File: src/pkg/sacr_defines.vh
// Constants for the converter control and readout block
`ifndef SACR_DEFINES_VH
`define SACR_DEFINES_VH
`define SACR_NBITS 12
`define SACR_MSB 11
`define SACR_TOP_BIT 4'hb
`define SACR_FIRST_TRIAL 12'h800
`define SACR_SHORT_STOP 4'h4
`define SACR_FULL_STOP 4'h0
`define SACR_STEP_NS 1000
`define SACR_CLK_NS 100
`define SACR_ST_IDLE 2'h0
`define SACR_ST_CONV 2'h1
`define SACR_ST_DONE 2'h2
`define SACR_SHORT_FILL 4'h8
`define SACR_ZERO12 12'h000
`define SACR_HI_EN 12'hf00
`define SACR_MID_EN 12'h0f0
`define SACR_LO_EN 12'h00f
`define SACR_SEL_NONE 2'h0
`define SACR_SEL_WORD 2'h1
`define SACR_SEL_HIGH 2'h2
`define SACR_SEL_LOW 2'h3
`endif

File: src/core/sacr_control.v
// Control, conversion sequencer and three-state readout of a 12-bit SAR converter
`timescale 1ns/1ps
// Notes on behaviour
// - Stand-alone data readable while read/convert high and status low.
// - Status high only while a conversion is active.
// - All data buffers released while status is high.
// - Start conditions during a conversion are ignored.
// - Byte address latched at start: low means 12 bits, high means 8.
// - After 8-bit conversion the low three bits read zero, bit three one.
// - Only byte address is latched; other controls act on live levels.
// - Start when enable high, select low, read/convert low; last one triggers.
// - Same start delay from any input; simultaneous change also starts.
// - Outputs float until read high, status low, enable high, select low.
// - Word select high drives all twelve lines, byte address ignored.
// - Byte mode: high byte on eight MSB lines, or low nibble plus zeros.
// - Byte switching breaks one driver set before making the other.
`include "sacr_defines.vh"
module sacr_control
(
  input wire clk,
  input wire rst_n,
  input wire chip_enable,
  input wire chip_select_n,
  input wire read_convert,
  input wire word_byte_select,
  input wire byte_address_select,
  input wire comparator_high,
  output wire conversion_in_progress,
  output wire [`SACR_MSB:0] dac_code,
  output wire [`SACR_MSB:0] data_out,
  output wire [`SACR_MSB:0] data_oe
);

  localparam [31:0] STEP_CYC = (`SACR_STEP_NS + `SACR_CLK_NS - 1) / `SACR_CLK_NS;
  localparam [7:0] STEP_LAST = STEP_CYC[7:0] - 8'h01;
  localparam [1:0] ST_IDLE = `SACR_ST_IDLE;
  localparam [1:0] ST_CONV = `SACR_ST_CONV;
  localparam [1:0] ST_DONE = `SACR_ST_DONE;

  // ==========================================================
  // Input synchronisers
  // ==========================================================
  reg [4:0] s1_q;
  reg [4:0] s2_q;
  reg [4:0] s3_q;
  reg [4:0] live_q;
  wire [4:0] raw_in;
  assign raw_in = {byte_address_select, word_byte_select, read_convert,
    chip_select_n, chip_enable};

  genvar gi;
  generate
    for (gi = 0; gi < 5; gi = gi + 1)
    begin : g_sync
      always @(posedge clk or negedge rst_n)
      begin
        if (!rst_n)
        begin
          s1_q[gi] <= 1'b0;
          s2_q[gi] <= 1'b0;
          s3_q[gi] <= 1'b0;
          live_q[gi] <= 1'b0;
        end
        else
        begin
          s1_q[gi] <= raw_in[gi];
          s2_q[gi] <= s1_q[gi];
          s3_q[gi] <= s2_q[gi];
          if (s2_q[gi] == s3_q[gi])
            live_q[gi] <= s3_q[gi];
        end
      end
    end
  endgenerate

  wire ce_l = live_q[0];
  wire cs_n_l = live_q[1];
  wire rc_l = live_q[2];
  wire wb_l = live_q[3];
  wire ba_l = live_q[4];

  // ==========================================================
  // Start detection
  // ==========================================================
  // One combined level, so any input arriving last gives the same delay
  wire start_level = ce_l & ~cs_n_l & ~rc_l;
  reg start_prev_q;
  always @(posedge clk or negedge rst_n)
  begin
    if (!rst_n)
      start_prev_q <= 1'b1;
    else
      start_prev_q <= start_level;
  end
  wire start_evt = start_level & ~start_prev_q;

  // ==========================================================
  // Successive approximation sequencer
  // ==========================================================
  reg [1:0] state_q;
  reg [1:0] state_d;
  reg [3:0] bit_q;
  reg [7:0] tick_q;
  reg short_q;
  reg [`SACR_MSB:0] sar_q;
  reg [`SACR_MSB:0] result_q;
  wire step_end = (tick_q == STEP_LAST);
  wire [3:0] stop_bit = short_q ? `SACR_SHORT_STOP : `SACR_FULL_STOP;

  always @*
  begin
    state_d = state_q;
    case (state_q)
      ST_IDLE:
        if (start_evt)
          state_d = ST_CONV;
      ST_CONV:
        // Starts are not looked at here
        if (step_end && bit_q == stop_bit)
          state_d = ST_DONE;
      ST_DONE:
        state_d = ST_IDLE;
      default:
        state_d = ST_IDLE;
    endcase
  end

  always @(posedge clk or negedge rst_n)
  begin
    if (!rst_n)
    begin
      state_q <= ST_IDLE;
      bit_q <= 4'h0;
      tick_q <= 8'h00;
      short_q <= 1'b0;
      sar_q <= `SACR_ZERO12;
      result_q <= `SACR_ZERO12;
    end
    else
    begin
      state_q <= state_d;
      if (state_q == ST_IDLE && start_evt)
      begin
        short_q <= ba_l;
        bit_q <= `SACR_TOP_BIT;
        tick_q <= 8'h00;
        sar_q <= `SACR_FIRST_TRIAL;
      end
      else if (state_q == ST_CONV)
      begin
        if (step_end)
        begin
          tick_q <= 8'h00;
          // Keep or drop the trial bit, then try the next one
          sar_q[bit_q] <= comparator_high;
          if (bit_q != stop_bit)
          begin
            bit_q <= bit_q - 4'h1;
            sar_q[bit_q - 4'h1] <= 1'b1;
          end
        end
        else
          tick_q <= tick_q + 8'h01;
      end
      else if (state_q == ST_DONE)
      begin
        if (short_q)
          result_q <= {sar_q[`SACR_MSB:4], `SACR_SHORT_FILL};
        else
          result_q <= sar_q;
      end
    end
  end

  // Status also covers the cycle that moves the result into place
  assign conversion_in_progress = (state_q != ST_IDLE);
  assign dac_code = sar_q;

  // ==========================================================
  // Output buffer control
  // ==========================================================
  wire read_ok = rc_l & ~conversion_in_progress & ce_l & ~cs_n_l;
  wire [1:0] sel_req = !read_ok ? `SACR_SEL_NONE :
    wb_l ? `SACR_SEL_WORD :
    ba_l ? `SACR_SEL_LOW : `SACR_SEL_HIGH;
  reg [1:0] sel_q;
  reg [`SACR_MSB:0] data_q;

  function [`SACR_MSB:0] sacr_enables;
    input [1:0] sel;
    begin
      case (sel)
        `SACR_SEL_WORD: sacr_enables = `SACR_HI_EN | `SACR_MID_EN | `SACR_LO_EN;
        `SACR_SEL_HIGH: sacr_enables = `SACR_HI_EN | `SACR_MID_EN;
        `SACR_SEL_LOW: sacr_enables = `SACR_MID_EN | `SACR_LO_EN;
        default: sacr_enables = `SACR_ZERO12;
      endcase
    end
  endfunction

  always @(posedge clk or negedge rst_n)
  begin
    if (!rst_n)
    begin
      sel_q <= `SACR_SEL_NONE;
      data_q <= `SACR_ZERO12;
    end
    else
    begin
      // Between two different drive sets pass through a released cycle
      if (sel_q != `SACR_SEL_NONE && sel_req != sel_q)
        sel_q <= `SACR_SEL_NONE;
      else
        sel_q <= sel_req;
      // Byte reads hold unused lines low; the high byte is left-justified
      if (sel_req == `SACR_SEL_HIGH)
        data_q <= {result_q[`SACR_MSB:4], 4'h0};
      else if (sel_req == `SACR_SEL_LOW)
        data_q <= {8'h00, result_q[3:0]};
      else
        data_q <= result_q;
    end
  end

  // Data is already formatted for the drive set that the enables show
  assign data_out = data_q;
  assign data_oe = sacr_enables(sel_q);

endmodule // sacr_control

File: config.mk
export PLATFORM = sky130hd
export DESIGN_NAME = sacr_control
export DESIGN_NICKNAME = d
export VERILOG_FILES = /design/src/core/sacr_control.v
export VERILOG_INCLUDE_DIRS = /design/src /design/src/pkg
export SDC_FILE = /design/constraint.sdc
export NUM_CORES = 1
export LEC_CHECK = 0
export CAP_MARGIN = 10
export CORE_MARGIN = 1.5
export CORE_UTILIZATION = 65
export CTS_BUF_LIST = sky130_fd_sc_hd__clkbuf_4 sky130_fd_sc_hd__clkbuf_8
export CTS_CLUSTER_DIAMETER = 120
export CTS_CLUSTER_SIZE = 8
export DETAILED_ROUTE_END_ITERATION = 7
export DONT_BUFFER_PORTS = 1
export PLACE_DENSITY = 0.88
export SLEW_MARGIN = 20
export SYNTH_ARGS = -nofsm -noshare
export SYNTH_HDL_FRONTEND = slang
export SYNTH_SLANG_ARGS = --single-unit
File: constraint.sdc
create_clock -name clk -period 3.9 [get_ports clk]
set_clock_uncertainty 0.15 [all_clocks]
set_input_delay 0.39 -clock clk [delete_from_list [all_inputs] [get_ports clk]]
set_output_delay 0.39 -clock clk [all_outputs]
set_load 0.005 [all_outputs]
Yosys cells after proc, flatten, opt, wreduce, memory -nomap -nowiden
Index checks and enable logic that the tools add are counted.
- register bits after elaboration: 74
- bits of input ports: 8
- output and inout bits: 37
- logic and storage cells: 109
- add/sub/neg operators: 2
- order comparisons: 4
- equal/unequal tests: 18
- muxes and demuxes: 28
- bitwise operators: 13
- reduce and logical (&&, ||, !) cells: 15
- operator list (kind ; number):
    $mux 12 ; 6
    $pmux 12 s3 ; 1
    $mux 8 ; 3
    $mux 4 ; 5
    $bwmux 12 ; 1
    $or 12x12->12 ; 1
    $eq 2x2->1 const B ; 5
    $lt 4x5->1 const B ; 2
    $mux 2 ; 5
    $reduce_bool 2->1 ; 5
    $add 8x1->8 const B ; 1
    $demux 1 s4 ; 2
    $eq 8x4->1 const B ; 1
    $ge 4x1->1 const B ; 2
    $and 1x1->1 ; 6
    $not 1->1 ; 6
    $reduce_and 3->1 ; 2
    $eq 1x1->1 ; 5
    $logic_and 1x1->1 ; 5
    $eq 2x1->1 const B ; 2
    $eq 4x3->1 ; 1
    $ne 2x2->1 const B ; 2
    $ne 4x3->1 ; 1
    $pmux 2 s2 ; 1
    other kinds (6) ; 9

Longest topological paths before layout
- depth in word-level cells: 10
- gate-level depth with buffers: 7
- gate-level depth less buffers: 6

Least setup slack after synthesis
No wires, ideal clock.
- path type: register to register
- start: register bit_q[0]
- end: register sar_q[0] (netlist: dac_code[0])
- library setup time: 0.135 ns
- data arrival time: 1.545 ns
- required time: 3.615 ns
- path slack: 2.070 ns
- stages on the path, launching flop included: 7
- buffers on the path: 0
- period minus slack after synthesis: 1.830 ns
- cell sequence: dfrtp_1 -> inv_1 -> ha_1 -> and3b_1 -> a41o_1 -> a311oi_1 -> o21ai_0
- word-level cells in the longest chain between the ends: 10
- elaborated cells on any way between the ends: 18
- those cells by class: 1 x add/sub; 4 x order compare; 1 x eq/ne; 9 x mux; 1 x bitwise; 2 x reduce/logical
- RTL lines (what ; RTL line ; source):
    start: declaration ; sacr_control.v:102 ; reg [3:0] bit_q;
    start signal: assignment ; sacr_control.v:145 ; bit_q <= `SACR_TOP_BIT;
    start signal: assignment ; sacr_control.v:158 ; bit_q <= bit_q - 4'h1;
    $sub 4x1->4, or another cell as far along ; sacr_control.v:159 ; sar_q[bit_q - 4'h1] <= 1'b1;
    $lt 4x5->1 (implied by the code), or another cell as far along ; sacr_control.v:159 ;
    $logic_and 1x1->1 (implied by the code) or $mux 1 (tied branches) ; sacr_control.v:159, sacr_control.v:155 ;
    $mux 1 (implied by the code) or $demux 1 s4 (tied branches) ; sacr_control.v:159, sacr_control.v:155 ;
    $demux 1 s4 or $bwmux 12 (tied branches) ; sacr_control.v:159, sacr_control.v:155 ;
    $or 12x12->12 (no line) ; n/a ;
    $mux 12 (*) ; sacr_control.v:156 ; if (bit_q != stop_bit)
    $mux 12 (*) ; sacr_control.v:151 ; if (step_end)
    $mux 12 (*) ; sacr_control.v:149 ; else if (state_q == ST_CONV)
    $mux 12 (*) ; sacr_control.v:142 ; if (state_q == ST_IDLE && start_evt)
    end signal: assignment ; sacr_control.v:136 ; sar_q <= `SACR_ZERO12;
    end signal: assignment ; sacr_control.v:147 ; sar_q <= `SACR_FIRST_TRIAL;
    end signal: indexed assignment ; sacr_control.v:155 ; sar_q[bit_q] <= comparator_high;
    end: declaration ; sacr_control.v:105 ; reg [`SACR_MSB:0] sar_q;
Every way passes the cells marked *; elsewhere a longest branch is shown, timed or not. The select of a mux whose other input is x is not followed.
A chain may end at the register's enable or synchronous reset.

Worst setup path after layout
- start: register bit_q[0]
- end: register sar_q[8] (netlist: dac_code[8])
The elaborated chain is that of the path after synthesis.

==> results.md <==
- First-pass GRT wire length: 11600 um
- Crit path cell chain: inv_1 -> ha_1 -> nand2b_1 -> o21ai_0 -> nor2_1 -> a211o_1
- Initial core utilization: 68.1%
- Drt wl/cell: 18.0 um
- Sum of negative setup slack: 0 ps
- Top_reg_cell synth: dfrtp_1
- Largest delay share family, worst path: compound AO/OA/AOI/OAI gates
- HP Class: input pin to register
- Final Max Tran Viols: 0
- Die height: 76.4 um
- CTS Root Buffer Type: clkbuf_8
- Maximum VDD drop: 370 uV
- I/O Buffers: 0
- Worst path bufs/invs: 1
- Slew HR: 53.7%
- Synth async-reset ratio: 100%
- Core area: 0.00514 sq mm
- CP Max Fanout: 9
- Leak: 1.76 nW
- Post-DP HPWL: 4660 um
- CTS tree: done
- Synth warn: 0
- Final WL: 6870 um
- Via count: 2322
- Final setup fails: 0
- Total power: 2.46 mW
- DP Area: 0.00347 sq mm
- Most common cell in the netlist: dfrtp_1
- Antenna cells: 0
- Post-cts resize count: 0
- CTS Buffer Depth: 2
- Crit end category: register
- Row count: 26
- Mapped Cells: 309
- Number of global-route vias before repair: 2408
- Synth-to-Final Area Change: 7.51%
- Max cap viols: 0
- Largest net degree at the start of global routing: 75
- Setup Buffers After CTS: 0
- CP required: 3990 ps
- Total CTS buffers: 9
- Min cycle time layout: 2180 ps
- Average cell area after synthesis: 11.3 sq um
- Worst-Skew Late Latency: 350 ps
- Worst Tran Pin Value: 694 ps
- Non-filler instance count after layout: 382
- Hold slack: 155 ps
- Pwr dens: 655 mW/mm^2
- Initial antenna violation count: 0
- Post-synth EDFFs: 0
- Net Count, Synth: 330
- Hold_buf cts: 7
- Placer Congestion: 0.913
- R2r setup slk: 1720 ps
- Clock Sinks: 74
- Setup crit start kind: register
- Status: finished, final reports clean
- Drt via density: 6.08
- Post-DRT Antenna Nets: 0
- Drc violations: 0
- Layout cells sized above 1: 11.5%
- Crit path DAT: 2270 ps
- Die width: 76.4 um
- Synth Register Bits: 74
- Synth top area share: 52.2%
- Leading area contributor after synthesis: dfrtp_1
- Synth area leaders: dfrtp_1 (52%), ha_1 (4.6%), mux2_2 (2.9%), o21ai_0 (2.9%), nand3_1 (2.4%)
- Final hold viol count: 0
- Synth Cell Area: 0.00350 sq mm
- Synth cell count leaders: dfrtp_1 (73), o21ai_0 (20), nand3_1 (17), nor2_1 (16), ha_1 (13)
- GRT Overall Usage: 26.0%
- RSZ-0062 raised after global routing: false
- Clock-pin slew on the worst setup and hold paths: 70 ps
- Initial drt markers: 137
- F_max: 458 MHz
- Register area share after synthesis: 52.9%
- Die ar.: 0.00583 sq mm
- Drt first pass iters: 4
- Nets: 328
- H-tree depth: 3
- Placed Cells incl. Taps: 359
- Total grt overflow: 0
- Design area: 0.00376 sq mm
- Slowest CP cell: dfrtp_1
- Post-synth cell types: 52
- IO Count: 45
- Final period util: 56.0%
- Delay of the slowest cell on the worst path: 500 ps
- WS Path Type: register to register
## layout by cell type (no fill, tap or decap), drive strengths merged, types with 3 or more instances in the layout
master       synthesis  layout
maj3                 5       5
nor3                 5       5
nor2                16      16
inv                 11      12
or2                  3       3
ha                  13      13
a211o                5       5
nand3               17      17
and3                 8       8
a21boi               3       3
mux2i                7       7
mux2                 9       9
a21bo                3       3
nand2b               6       6
a311oi               3       3
nand3b               5       5
clkbuf               7      11
o21a                 5       5
dlygate4sd3          0       6
dfrtp               73      73
nor2b                7       7
xor2                 5       5
and2                10      10
o21ai               20      20
nand2               12      12
a21oi                7       7
## power by group
part,leakage [nW],switching (mW),internal (mW)
registers,0.941,0.222,0.905
clock network,0.0996,0.276,0.323
logic,0.715,0.422,0.317
## sequential cells by signal (all words and copies together) (netlist names), 2 cells and up
name,count
data_out,12
tick_q,8
s2_q,5
sel_q,2
state_q,2
dac_code,12
result_q,12
bit_q,4
s3_q,5
s1_q,5
## path summary, 6_finish.rpt
| check | startpoint | end | cells after the start |
|---|---|---|---|
| worst max-delay path | bit_q[0] | dac_code[8] | 6 |
| worst min-delay path | comparator_high | dac_code[7] | 2 |
| worst max register to register | bit_q[0] | dac_code[8] | 6 |
| worst min register to register | s1_q[1] | s2_q[1] | 0 |
| max in group asynchronous | rst_n | start_prev_q | 2 |
| min in group asynchronous | rst_n | result_q[10] | 2 |
## stage by stage
stage / setup slack (ps) / utilization [%]
final: 1720 / 73.2
after global routing: 1530 / 73.2
after CTS: 1700 / 73.2
after detailed placement: 1720 / 67.5
after global placement: 1790 / 67.5
after floorplan: 2070 / -
## final cells by class
class	instances	area, sq um
tap	70	87.6
timing repair buffer	7	87.6
inverter	11	41.3
clock inverter	5	62.6
clock buffer	11	145
sequential	74	1850
fill	362	1380
multi-input combinational	204	1490
## worst register-to-register path: cells and delay by family (launching register included)
| kind | cells | cell delay (ps) |
|---|---|---|
| AND/OR/NAND/NOR | 2 | 240 |
| flip-flops | 1 | 500 |
| AO/OA/AOI/OAI | 2 | 640 |
| buffers and inverters | 1 | 220 |
| adder cells (fa/ha/maj) | 1 | 330 |
## kinds of logic after synthesis
logic type | share of synthesized area [%]
simple gates | 17.9
flops | 52.9
buf+inv | 4.61
fa+ha+maj | 6.08
compound gates | 12.0
mux | 4.90
xor+xnor | 1.50
## layer usage
layer  up-vias  part of all wire [%]  track usage, %
li1       1081                     -               -
met1      1150                    42            31.3
met2        71                    50            42.1
met3        20                   4.8            6.71
met4         0                   3.0            15.4
met5         -                     0               0
Power figures use the tool's default switching activity.
